<file path="config.mk">
export PLATFORM = sky130hd
export DESIGN_NAME = scp_port
export DESIGN_NICKNAME = d
export VERILOG_FILES = /design/src/rtl/scp_pkg.sv /design/src/rtl/scp_port.sv /design/src/rtl/scp_sync.sv /design/src/rtl/scp_trap.sv
export SDC_FILE = /design/constraint.sdc
export NUM_CORES = 1
export LEC_CHECK = 0
export BUFFER_PORTS_ARGS = -buffer_cell sky130_fd_sc_hd__buf_2
export CAP_MARGIN = 20
export CORE_ASPECT_RATIO = 1.25
export CORE_MARGIN = 2
export CORE_UTILIZATION = 59
export CTS_CLUSTER_SIZE = 30
export DETAILED_ROUTE_END_ITERATION = 8
export HOLD_SLACK_MARGIN = 0.02
export PLACE_DENSITY = 0.86
export SYNTH_ARGS = -nofsm -noshare
export SYNTH_HDL_FRONTEND = slang
export SYNTH_SLANG_ARGS = --single-unit
</file>
<file path="constraint.sdc">
create_clock -name clk -period 17.8 [get_ports clk]
set_input_delay 3.56 -clock clk [delete_from_list [all_inputs] [get_ports clk]]
set_output_delay 3.56 -clock clk [all_outputs]
set_load 0.05 [all_outputs]
</file>
<file path="src/rtl/scp_pkg.sv">
// shared constants and types for the slave coprocessor port
package scp_pkg;
    // bus status codes
    localparam logic [3:0] BST_IDLE = 4'h0;
    localparam logic [3:0] BST_WAIT = 4'h3;
    localparam logic [3:0] BST_OPND = 4'hD;
    localparam logic [3:0] BST_STAT = 4'hE;
    localparam logic [3:0] BST_ID   = 4'hF;
    // trap vectors
    localparam logic [7:0] VEC_SLAVE = 8'h03;
    localparam logic [7:0] VEC_UND   = 8'h0A;
    // slave status word
    localparam int QUIT_BIT = 0;
    // register indices
    localparam logic [3:0] REG_CFG  = 4'h0;
    localparam logic [3:0] REG_IRQ  = 4'h1;
    localparam logic [3:0] REG_MASK = 4'h2;
    localparam logic [3:0] REG_PSW  = 4'h3;
    localparam logic [3:0] REG_SLV  = 4'h4;
    // instruction groups, also bit positions in the config register
    localparam logic [1:0] GRP_FPU = 2'h0;
    localparam logic [1:0] GRP_MMU = 2'h1;
    localparam logic [1:0] GRP_CUS = 2'h2;
    // irq status bits
    localparam int IRQ_DONE = 0;
    localparam int IRQ_SLV  = 1;
    localparam int IRQ_UND  = 2;
    // processor status word bits cleared on trap entry
    localparam int PSW_T = 1;
    localparam int PSW_U = 8;
    localparam int PSW_S = 9;
    localparam int PSW_P = 10;
    localparam logic [15:0] PSW_TRAP_CLR = 16'h0702;
    localparam logic [15:0] PSW_RST      = 16'h0000;
    localparam logic [2:0]  CFG_RST      = 3'h0;
    // operation word size fields
    localparam int OPW_SZ1 = 0;
    localparam int OPW_SZ2 = 2;
    localparam int OPW_RES = 4;

    typedef struct packed {
        logic [1:0]  group;
        logic [7:0]  id;
        logic [15:0] opword;
        logic        load_reg;
        logic [15:0] flag_mask;
    } scp_req_t;

    typedef struct packed {
        logic        valid;
        logic [7:0]  vector;
        logic [15:0] psw_push;
    } scp_trap_t;

    typedef struct packed {
        logic s1;
        logic s2;
        logic s3;
        logic lvl;
    } scp_sync_t;

    // 16-bit words for a size code: 0 none, 1 word, 2 double, 3 quad
    function automatic logic [3:0] scp_words(input logic [1:0] code);
        case (code)
            2'h0: scp_words = 4'h0;
            2'h1: scp_words = 4'h1;
            2'h2: scp_words = 4'h2;
            default: scp_words = 4'h4;
        endcase
    endfunction : scp_words
endpackage : scp_pkg

</file>
<file path="src/rtl/scp_port.sv">
// cpu side sequencer of the slave coprocessor exchange
//
// Our own choices: the strobed register port and the address map.
`timescale 1ns/100ps
`default_nettype none
// Operation
// - each slave group gated by config bit; else undefined trap, no bus
// - instruction basic field is id byte then 16-bit operation word
// - id byte on low bus lines with status 1111
// - operation word sent under status 1101
// - operation word travels byte swapped
// - operand count and sizes derived from operation word
// - cpu supplies each operand under status 1101, no extensions
// - while waiting with full queue, drive status 0011
// - after done pulse read status word, strobe on done line, 1110
// - quit bit set ends exchange with slave trap vector 3
// - selected status word flags loaded from slave status
// - results read under status 1101 and delivered
// - load register instructions end after last operand
// - trap entry restores, clears S U P T, pushes 16-bit word
module scp_port (
    // clock and reset
    input  wire logic               clk,
    input  wire logic               rst,
    // register port
    input  wire logic [3:0]         reg_addr,
    input  wire logic [15:0]        reg_wdata,
    input  wire logic               reg_wr,
    input  wire logic               reg_rd,
    output logic [15:0]             reg_rdata,
    output logic                    irq,
    // instruction request
    input  wire logic               req_valid,
    output logic                    req_ready,
    input  wire scp_pkg::scp_req_t  req,
    input  wire logic               queue_full,
    // operand stream
    input  wire logic               opnd_valid,
    output logic                    opnd_ready,
    input  wire logic [15:0]        opnd_data,
    // results
    output logic                    res_valid,
    output logic [15:0]             res_data,
    output scp_pkg::scp_trap_t      trap,
    output logic [15:0]             processor_status_word,
    // slave bus pins
    input  wire logic [15:0]        muxed_addr_data_bus_i,
    output logic [15:0]             muxed_addr_data_bus_o,
    output logic                    muxed_addr_data_bus_oe,
    output logic [3:0]              bus_status,
    output logic                    bus_read,
    input  wire logic               slave_done_strobe_i,
    output logic                    slave_done_strobe_o,
    output logic                    slave_done_strobe_oe
);
    typedef enum {S_IDLE, S_OPWORD, S_OPND, S_WAIT, S_STAT, S_RES, S_RCAP} scp_st_t;

    typedef struct packed {
        scp_st_t           st;
        scp_pkg::scp_req_t req;
        logic [3:0]        cnt;
        logic              done_seen;
        logic [2:0]        cfg;
        logic [2:0]        irq;
        logic [2:0]        mask;
        logic [15:0]       psw;
        logic [15:0]       psw_start;
        logic [15:0]       slv;
        logic [15:0]       bus_o;
        logic              bus_oe;
        logic [3:0]        bst;
        logic              bus_rd;
        logic              done_oe;
        logic [15:0]       rdata;
        logic              res_valid;
        logic [15:0]       res_data;
    } scp_port_t;

    scp_port_t   q, d;
    logic        done_fall;
    logic        trap_take;
    logic [7:0]  trap_vec;
    logic [15:0] psw_trap;
    logic [15:0] psw_base;
    logic [2:0]  ev;

    // an idle trap has no captured start word yet, so use the live one
    assign psw_base = (q.st == S_IDLE) ? q.psw : q.psw_start;

    // done line is asynchronous to clk
    scp_sync u_sync (
        .clk    (clk),
        .rst    (rst),
        .pin_i  (slave_done_strobe_i),
        .fall_o (done_fall)
    );

    scp_trap u_trap (
        .clk         (clk),
        .rst         (rst),
        .take_i      (trap_take),
        .vector_i    (trap_vec),
        .psw_start_i (psw_base),
        .psw_new_o   (psw_trap),
        .trap_o      (trap)
    );

    always_comb begin
        d           = q;
        ev          = 3'h0;
        trap_take   = 1'b0;
        trap_vec    = scp_pkg::VEC_UND;
        d.bus_oe    = 1'b0;
        d.bst       = scp_pkg::BST_IDLE;
        d.bus_rd    = 1'b0;
        d.done_oe   = 1'b0;
        d.res_valid = 1'b0;
        d.rdata     = 16'h0000;
        if (done_fall && q.st != S_IDLE) begin
            d.done_seen = 1'b1;
        end
        case (q.st)
            S_IDLE: begin
                if (req_valid) begin
                    d.req       = req;
                    d.psw_start = q.psw;
                    d.done_seen = 1'b0;
                    if (!q.cfg[req.group]) begin
                        trap_take    = 1'b1;
                        ev[scp_pkg::IRQ_UND] = 1'b1;
                        d.psw        = psw_trap;
                        d.psw_start  = q.psw;
                    end else begin
                        d.bus_o  = {8'h00, req.id};
                        d.bus_oe = 1'b1;
                        d.bst    = scp_pkg::BST_ID;
                        d.st     = S_OPWORD;
                    end
                end
            end
            S_OPWORD: begin
                d.bus_o  = {q.req.opword[7:0], q.req.opword[15:8]};
                d.bus_oe = 1'b1;
                d.bst    = scp_pkg::BST_OPND;
                // operand words from the size fields
                d.cnt    = scp_pkg::scp_words(q.req.opword[scp_pkg::OPW_SZ1 +: 2])
                         + scp_pkg::scp_words(q.req.opword[scp_pkg::OPW_SZ2 +: 2]);
                d.st     = S_OPND;
            end
            S_OPND: begin
                if (q.cnt == 4'h0) begin
                    if (q.req.load_reg) begin
                        ev[scp_pkg::IRQ_DONE] = 1'b1;
                        d.st = S_IDLE;
                    end else begin
                        d.st = S_WAIT;
                    end
                end else if (opnd_valid) begin
                    // operand fetched by the core, forwarded here
                    d.bus_o  = opnd_data;
                    d.bus_oe = 1'b1;
                    d.bst    = scp_pkg::BST_OPND;
                    d.cnt    = q.cnt - 4'h1;
                end
            end
            S_WAIT: begin
                // waiting status 0011 while the queue is full
                if (queue_full) begin
                    d.bst = scp_pkg::BST_WAIT;
                end
                // status read strobed by the done line
                if (q.done_seen || done_fall) begin
                    d.bst     = scp_pkg::BST_STAT;
                    d.done_oe = 1'b1;
                    d.st      = S_STAT;
                end
            end
            S_STAT: begin
                d.slv = muxed_addr_data_bus_i;
                if (muxed_addr_data_bus_i[scp_pkg::QUIT_BIT]) begin
                    trap_take = 1'b1;
                    trap_vec  = scp_pkg::VEC_SLAVE;
                    ev[scp_pkg::IRQ_SLV] = 1'b1;
                    // restore and clear status word bits
                    d.psw     = psw_trap;
                    d.st      = S_IDLE;
                end else begin
                    // masked flags taken from slave status
                    d.psw = (q.psw & ~q.req.flag_mask)
                          | (muxed_addr_data_bus_i & q.req.flag_mask);
                    d.cnt = scp_pkg::scp_words(q.req.opword[scp_pkg::OPW_RES +: 2]);
                    d.st  = S_RES;
                end
            end
            S_RES: begin
                if (q.cnt == 4'h0) begin
                    ev[scp_pkg::IRQ_DONE] = 1'b1;
                    d.st = S_IDLE;
                end else begin
                    d.bst    = scp_pkg::BST_OPND;
                    d.bus_rd = 1'b1;
                    d.st     = S_RCAP;
                end
            end
            S_RCAP: begin
                d.res_valid = 1'b1;
                d.res_data  = muxed_addr_data_bus_i;
                d.cnt       = q.cnt - 4'h1;
                d.st        = S_RES;
            end
            default: d.st = S_IDLE;
        endcase
        // software side; hardware status word updates win
        if (reg_wr) begin
            if (reg_addr == scp_pkg::REG_CFG) begin
                d.cfg = reg_wdata[2:0];
            end else if (reg_addr == scp_pkg::REG_IRQ) begin
                d.irq = q.irq & ~reg_wdata[2:0];
            end else if (reg_addr == scp_pkg::REG_MASK) begin
                d.mask = reg_wdata[2:0];
            end else if (reg_addr == scp_pkg::REG_PSW && d.psw == q.psw) begin
                d.psw = reg_wdata;
            end
        end
        // set wins over clear
        d.irq = d.irq | ev;
        if (reg_rd) begin
            if (reg_addr == scp_pkg::REG_CFG) begin
                d.rdata = {13'h0000, q.cfg};
            end else if (reg_addr == scp_pkg::REG_IRQ) begin
                d.rdata = {13'h0000, q.irq};
            end else if (reg_addr == scp_pkg::REG_MASK) begin
                d.rdata = {13'h0000, q.mask};
            end else if (reg_addr == scp_pkg::REG_PSW) begin
                d.rdata = q.psw;
            end else if (reg_addr == scp_pkg::REG_SLV) begin
                d.rdata = q.slv;
            end
        end
    end

    always_ff @(posedge clk or posedge rst) begin
        if (rst) begin
            q     <= '0;
            q.st  <= S_IDLE;
            q.cfg <= scp_pkg::CFG_RST;
            q.psw <= scp_pkg::PSW_RST;
        end else begin
            q <= d;
        end
    end

    assign req_ready              = (q.st == S_IDLE);
    assign opnd_ready             = (q.st == S_OPND) && (q.cnt != 4'h0);
    assign reg_rdata              = q.rdata;
    assign irq                    = |(q.irq & q.mask);
    assign res_valid              = q.res_valid;
    assign res_data               = q.res_data;
    assign processor_status_word  = q.psw;
    assign muxed_addr_data_bus_o  = q.bus_o;
    assign muxed_addr_data_bus_oe = q.bus_oe;
    assign bus_status             = q.bst;
    assign bus_read               = q.bus_rd;
    // open drain: only ever pulls low
    assign slave_done_strobe_o    = 1'b0;
    assign slave_done_strobe_oe   = q.done_oe;

    // disabled group makes no bus activity
    chk_und_no_bus: assert property (@(posedge clk) disable iff (rst)
        req_valid && req_ready && !q.cfg[req.group]
        |=> !muxed_addr_data_bus_oe && trap.valid && trap.vector == scp_pkg::VEC_UND)
        else $error("disabled group touched the bus");
    chk_id_broadcast: assert property (@(posedge clk) disable iff (rst)
        req_valid && req_ready && q.cfg[req.group]
        |=> bus_status == scp_pkg::BST_ID && muxed_addr_data_bus_o == {8'h00, $past(req.id)})
        else $error("id not broadcast");
    // swapped operation word follows the id
    chk_opword_swap: assert property (@(posedge clk) disable iff (rst)
        bus_status == scp_pkg::BST_ID |=> bus_status == scp_pkg::BST_OPND
        && muxed_addr_data_bus_o == {q.req.opword[7:0], q.req.opword[15:8]})
        else $error("operation word not swapped");
    // accepted operand appears on the bus
    chk_opnd_issue: assert property (@(posedge clk) disable iff (rst)
        opnd_valid && opnd_ready |=> muxed_addr_data_bus_oe
        && bus_status == scp_pkg::BST_OPND && muxed_addr_data_bus_o == $past(opnd_data))
        else $error("operand not issued");
    // waiting status only with full queue
    chk_wait_status: assert property (@(posedge clk) disable iff (rst)
        bus_status == scp_pkg::BST_WAIT |-> $past(queue_full) && !muxed_addr_data_bus_oe)
        else $error("wait status without full queue");
    // status read drives done line low under 1110
    chk_stat_read: assert property (@(posedge clk) disable iff (rst)
        slave_done_strobe_oe |-> bus_status == scp_pkg::BST_STAT
        ##1 !slave_done_strobe_oe)
        else $error("status read malformed");
    // quit gives slave trap next cycle
    chk_quit_trap: assert property (@(posedge clk) disable iff (rst)
        slave_done_strobe_oe && muxed_addr_data_bus_i[scp_pkg::QUIT_BIT]
        |=> trap.valid && trap.vector == scp_pkg::VEC_SLAVE ##1 req_ready)
        else $error("quit did not trap");
    // trap clears S U P T and pushes the start word
    chk_trap_psw: assert property (@(posedge clk) disable iff (rst)
        trap.valid |-> (processor_status_word & scp_pkg::PSW_TRAP_CLR) == 16'h0000
        && trap.psw_push == q.psw_start)
        else $error("trap status word wrong");
    chk_load_nostat: assert property (@(posedge clk) disable iff (rst)
        q.req.load_reg && q.st != S_IDLE |-> !slave_done_strobe_oe)
        else $error("load register read status");
    // each read cycle yields one result word
    chk_result_read: assert property (@(posedge clk) disable iff (rst)
        bus_read |-> bus_status == scp_pkg::BST_OPND ##1 res_valid)
        else $error("result read lost");

    cov_und: cover property (@(posedge clk) disable iff (rst)
        trap.valid && trap.vector == scp_pkg::VEC_UND);
    cov_slave_trap: cover property (@(posedge clk) disable iff (rst)
        trap.valid && trap.vector == scp_pkg::VEC_SLAVE);
    cov_result: cover property (@(posedge clk) disable iff (rst) res_valid);
    cov_wait: cover property (@(posedge clk) disable iff (rst)
        bus_status == scp_pkg::BST_WAIT);
endmodule : scp_port
`default_nettype wire

</file>
<file path="src/rtl/scp_sync.sv">
// three-stage synchroniser with falling edge detect
`timescale 1ns/100ps
`default_nettype none
module scp_sync (
    // clock and reset
    input  wire logic clk,
    input  wire logic rst,
    // pin and result
    input  wire logic pin_i,
    output logic      fall_o
);
    scp_pkg::scp_sync_t q, d;

    always_comb begin
        d     = q;
        d.s1  = pin_i;
        d.s2  = q.s1;
        d.s3  = q.s2;
        // glitch filter: a level counts once stages two and three agree
        if (q.s2 == q.s3) begin
            d.lvl = q.s3;
        end
    end

    always_ff @(posedge clk or posedge rst) begin
        if (rst) begin
            q <= 4'hF;
        end else begin
            q <= d;
        end
    end

    assign fall_o = q.lvl & ~d.lvl;
endmodule : scp_sync
`default_nettype wire

</file>
<file path="src/rtl/scp_trap.sv">
// trap entry: restored status word push and vector
`timescale 1ns/100ps
`default_nettype none
module scp_trap (
    // clock and reset
    input  wire logic              clk,
    input  wire logic              rst,
    // request
    input  wire logic              take_i,
    input  wire logic [7:0]        vector_i,
    input  wire logic [15:0]       psw_start_i,
    // result
    output logic [15:0]            psw_new_o,
    output scp_pkg::scp_trap_t     trap_o
);
    scp_pkg::scp_trap_t q, d;

    always_comb begin
        d       = q;
        d.valid = 1'b0;
        if (take_i) begin
            d.valid    = 1'b1;
            d.vector   = vector_i;
            d.psw_push = psw_start_i;
        end
    end

    always_ff @(posedge clk or posedge rst) begin
        if (rst) begin
            q <= '0;
        end else begin
            q <= d;
        end
    end

    assign psw_new_o = psw_start_i & ~scp_pkg::PSW_TRAP_CLR;
    assign trap_o    = q;
endmodule : scp_trap
`default_nettype wire

</file>
==> reports/results.tsv, run 1 <==
metric	value	unit
slowest_delay	0.48	ns
finalSetupTns	0	ns
final_layout_size_suffix_gt1_share	34.4	%
fmax	169	MHz
cts_root_buffer	clkbuf_16	
rsz0062_at_grt	no	
arrival	6.24	ns
status	complete, no violations	
yosys_most_used_dff	dfrtp_1	
core	0.0149	mm2
synth_commonest_cells	dfrtp_1 (173), nand2_1 (90), buf_4 (75), mux2_2 (75), nor2_1 (63)	
initial_core_util	59.8	%
avgSynthCellArea	10.4	um2
cp-end-kind	register	
finalCriticalPeriod	5.92	ns
cts.sinks	177	
grt_max_degree	109	
cts_buffer_depth	2	
drt_iter0_drc	590	
grt_usage	29.2	%
fin_nets	1081	
dp_slack	11.50	ns
cts.clk_slew.worst_paths	0.06	ns
drt-total-wl	22600	um
reg2reg_from	q[163]	
dieWidth	114	um
yosysTopAreaCell	dfrtp_1	
vias	6924	
cp.buffers_inverters	3	
synth_edf_count	0	
ir_drop	0.0000936	V
io_pins	204	
grt_overflow	0	
power.density	177	mW/mm2
power	1.79	mW
ctsHoldBuffers	0	
grt_pass1_wl	36100	um
cts.repair.resized	0	
ys_seq_elements	177	
ys_seq_area_share	49.8	%
dp_cells	1134	
setup_ws	11.88	ns
postCtsSetupRepairBufs	0	
combPwrFrac	41.2	%
critPathSlowestCell	nor4b_4	
clk_latency	0.44	ns
grt_pass1_vias	6861	
detail_route.first_pass.iterations	5	
clkPwrFrac	21.3	%
finalSetupViolCount	0	
netlist_area	0.00890	mm2
drv_cap	0	
numPortBuffers	197	
seqPwrFrac	37.5	%
dp_hpwl	15800	um
yosysWarnings	0	
crit_chain	buf_2, inv_1, and3_1, nor4_1, a41oi_1, nor4b_4, buf_4, mux2_2	
fin_crit_sh	33.3	%
crit_family	buffers and inverters	
design_area	0.0101	mm2
p_int	1.03	mW
avgRoutedWirePerCell	19.3	um
cts_tree	yes	
rows	50	
die-area	0.0161	mm2
p_switching	0.761	mW
worstMarginPinSlew	0.994	ns
synth_top_area_share	48.7	%
gp_congestion	0.971	
synth_cell_types	66	
hold_violations	0	
hold-worst-slack	0.360	ns
viasPerCell	5.93	
final_cells	1168	
place_area	0.00949	mm2
synthToLayoutAreaGrowth	13.7	%
crit_fanout	36	
p_leak	4.91	nW
ys_top_cells_by_area	dfrtp_1 (49%), mux2_2 (9.5%), buf_4 (6.3%), nand2_1 (3.8%), o21ai_0 (3.1%)	
holdCritStartpoint	u_sync.d[2]	
p_sw_share	42.4	%
final_util	67.9	%
drtAntennaViolNets	0	
fin_skew	0.00893	ns
numCtsBuffers	17	
yosysMostFrequentCell	dfrtp_1	
ff2ff_setup_slack	14.49	ns
drv_slew	0	
htreeDepth	4	
async_flop_share	100	%
cp.required	18.12	ns
syn_inst	855	
crit_path_start_kind	primary input	
drc	0	
crit_type	primary input to register	
slew_headroom	33.7	%
die_y	141	um
crit_path_start	muxed_addr_data_bus_i[0]	
antenna_found_initial	1	
hold_class	register to register	
-- cell type report --
cell class / count / area (um2)
antenna: 1 / 2.50
clock buffer: 22 / 474
clock inverter: 9 / 131
fill: 1142 / 4770
inverter: 35 / 136
multi-input combinational: 532 / 3620
sequential: 177 / 4430
tap: 182 / 228
timing repair buffer: 210 / 1090
-- routing by layer --
metal	part of all wire, %	up-vias	global-route usage, %
met2	51	348	50.4
met3	7.3	49	7.13
met5	0	-	0
met1	39	3374	35.7
met4	2.7	0	10.9
li1	-	3153	-
-- power by group through the flow --
| stage | clock network, mW | registers [mW] | logic, mW |
|---|---|---|---|
| after floorplan | 0 | 0.696 | 0.562 |
| after global placement | 0 | 0.669 | 0.715 |
| after detailed placement | 0 | 0.673 | 0.734 |
| after CTS | 0.389 | 0.669 | 0.737 |
| after global routing | 0.405 | 0.689 | 0.800 |
| final | 0.383 | 0.673 | 0.739 |
-- cell usage in the layout, fill, tap and decap left out, types with 5 or more instances in the layout --
cell type    n
mux2_2      75
dfrtp_1    173
a31oi_1      7
conb_1       6
nor3_1       5
a21o_1      10
nand2b_1     8
a21oi_1     36
o21ai_0     55
nand3b_1     6
a22oi_1     26
nor2b_1     16
nor2_1      62
buf_2      197
and2_1       6
xor2_1       5
clkbuf_16   17
a222oi_1     9
o22ai_1     12
nand2_1     90
buf_4       12
mux2i_1     20
inv_1       34
mux2_4      10
-- sequential cells by signal, indices dropped and copies added (netlist names) --
signal,count
reg_rdata,16
q,82
muxed_addr_data_bus_o,16
processor_status_word,16
bus_read,1
u_trap.trap_o,20
muxed_addr_data_bus_oe,1
bus_status,3
slave_done_strobe_oe,1
u_sync.d,2
res_valid,1
res_data,16
u_sync.q,2
-- cell families (layout without fill, tap and decap cells) --
group	after synthesis	after routing	share of synthesized area, %
AO/OA/AOI/OAI	189	189	13.7
XOR/XNOR	7	7	0.689
adder cells (fa/ha/maj)	6	6	0.900
buffers and inverters	151	276	9.84
flip-flops	177	177	49.8
multiplexers	105	105	13.4
other	1	7	0.0421
AND/OR/NAND/NOR	219	219	11.5
-- worst paths after layout --
kind | cells past startpoint | end
worst min-delay path | 0 | u_sync.d[1]
worst max-delay path | 8 | processor_status_word[3]
worst min register to register | 0 | u_sync.d[1]
max in group asynchronous | 3 | u_trap.trap_o[10]
worst max register to register | 7 | processor_status_word[3]
min in group asynchronous | 2 | u_trap.trap_o[19]
No activity file was read; power rests on OpenSTA's default activity.
==> run 2, diff against run 1 <==
CORE_UTILIZATION = 49   (was 59)
PLACE_DENSITY = 0.76   (was 0.86)
clock period = 5.05 ns   (was 17.8 ns; I/O delays follow)
==> reports/results.tsv, run 2 (synthesized netlist as in run 1, its figures left out) <==
metric	value	unit
crit_path_start_kind	primary input	
worstMarginPinSlew	1.01	ns
hold_class	register to register	
fmax	321	MHz
final_common_cell	buf_2	
cp.buffers_inverters	2	
ir_drop	0.000354	V
drtAntennaViolNets	0	
largest_reg_flops	82	
grt_max_degree	178	
finalSetupViolCount	0	
cts_buffer_depth	2	
design_area	0.0102	mm2
cts_tree	yes	
vias	6737	
crit_fanout	36	
drt_iter0_drc	456	
cp.required	5.35	ns
cts_root_buffer	clkbuf_16	
grt_pass1_vias	6844	
drt-total-wl	22400	um
critPathSlowestCell	or4b_4	
crit_family	simple AND/OR/NAND/NOR gates	
die-area	0.0193	mm2
arrival	3.42	ns
initial_core_util	49.5	%
crit_type	primary input to register	
io_pins	204	
numCtsBuffers	17	
clk_latency	0.42	ns
drc	0	
status	complete, no violations	
drv_slew	0	
core	0.0180	mm2
synthToLayoutAreaGrowth	14.9	%
drv_cap	0	
cts.sinks	177	
finalSetupTns	0	ns
final_layout_size_suffix_gt1_share	34.7	%
gp_congestion	0.918	
top_register	q	
fin_nets	1082	
p_leak	4.93	nW
fin_skew	0.00869	ns
hold_violations	0	
final_util	56.9	%
final_cell_mix	buf_2 (197), dfrtp_1 (173), nand2_1 (90)	
antenna_found_initial	4	
crit_chain	buf_2, or4b_4, o21ai_0, o2111ai_1, a22oi_1, nor4b_4, buf_4, mux2_2	
cts.clk_slew.worst_paths	0.06	ns
cp-end-kind	register	
rows	55	
numPortBuffers	197	
grt_usage	24.1	%
slowest_delay	0.64	ns
dp_hpwl	16100	um
detail_route.first_pass.iterations	7	
grt_pass1_wl	36700	um
rsz0062_at_grt	no	
finalCriticalPeriod	3.12	ns
slew_headroom	32.4	%
htreeDepth	4	
viasPerCell	5.54	
cts.repair.resized	0	
postCtsSetupRepairBufs	0	
ctsHoldBuffers	0	
grt_overflow	0	
die_y	155	um
dieWidth	125	um
nFillCells	1551	
avgRoutedWirePerCell	18.4	um
fin_crit_sh	61.8	%
power.density	620	mW/mm2
place_area	0.00958	mm2
[run 2: cell count changes in the layout (fill, tap and decap cells not counted), sizes merged]
| cell | delta |
|---|---|
| diode | +1 |
| clkbuf | -1 |
| buf | +1 |
| clkinv | +2 |
[run 2: where the power goes]
| group | total [mW] | internal, mW | switching (mW) |
|---|---|---|---|
| Sequential | 2.35 | 1.90 | 0.451 |
| Combinational | 2.60 | 0.928 | 1.67 |
| Clock | 1.38 | 0.823 | 0.561 |
[run 2: final timing paths]
check	endpoint	from	slack [ns]	cells after the start
setup / recovery	processor_status_word[2]	muxed_addr_data_bus_i[0]	1.93	8
hold / removal	u_sync.d[1]	u_sync.d[2]	0.36	0
setup reg to reg	processor_status_word[2]	q[163]	1.97	7
hold reg to reg	u_sync.d[1]	u_sync.d[2]	0.36	0
max in group asynchronous	q[128]	rst	3.45	3
min in group asynchronous	res_valid	rst	0.79	3
[run 2: area by class of cell]
| cell class | instances | area [um2] | share of cell area (%) |
|---|---|---|---|
| Tap cell | 228 | 285 | 2.79 |
| Multi-Input combinational cell | 532 | 3620 | 35.4 |
| Clock buffer | 21 | 470 | 4.60 |
| Antenna cell | 2 | 5.00 | 0.0490 |
| Clock inverter | 11 | 154 | 1.51 |
| Inverter | 35 | 135 | 1.32 |
| Timing Repair Buffer | 211 | 1110 | 10.9 |
| Sequential cell | 177 | 4430 | 43.4 |
[run 2: routing by layer]
metal / track usage (%) / wire length (um) / up-vias
met3: 5.95 / 1280 / 34
met2: 41.3 / 11400 / 228
met4: 8.19 / 504 / 4
met1: 29.8 / 9110 / 3321
li1: - / - / 3150
met5: 0 / 27 / -
[run 2: metrics by stage]
stage	total power, mW	std cells	hold slack, ns	setup slack (ns)
5_1_grt	6.74	1215	0.365	1.75
6_report	6.34	1217	0.355	1.93
3_5_place_dp	4.97	1182	0.349	1.53
2_1_floorplan	4.44	860	0.345	1.78
4_1_cts	6.37	1214	0.358	1.95
3_3_place_gp	4.88	1179	0.346	1.53
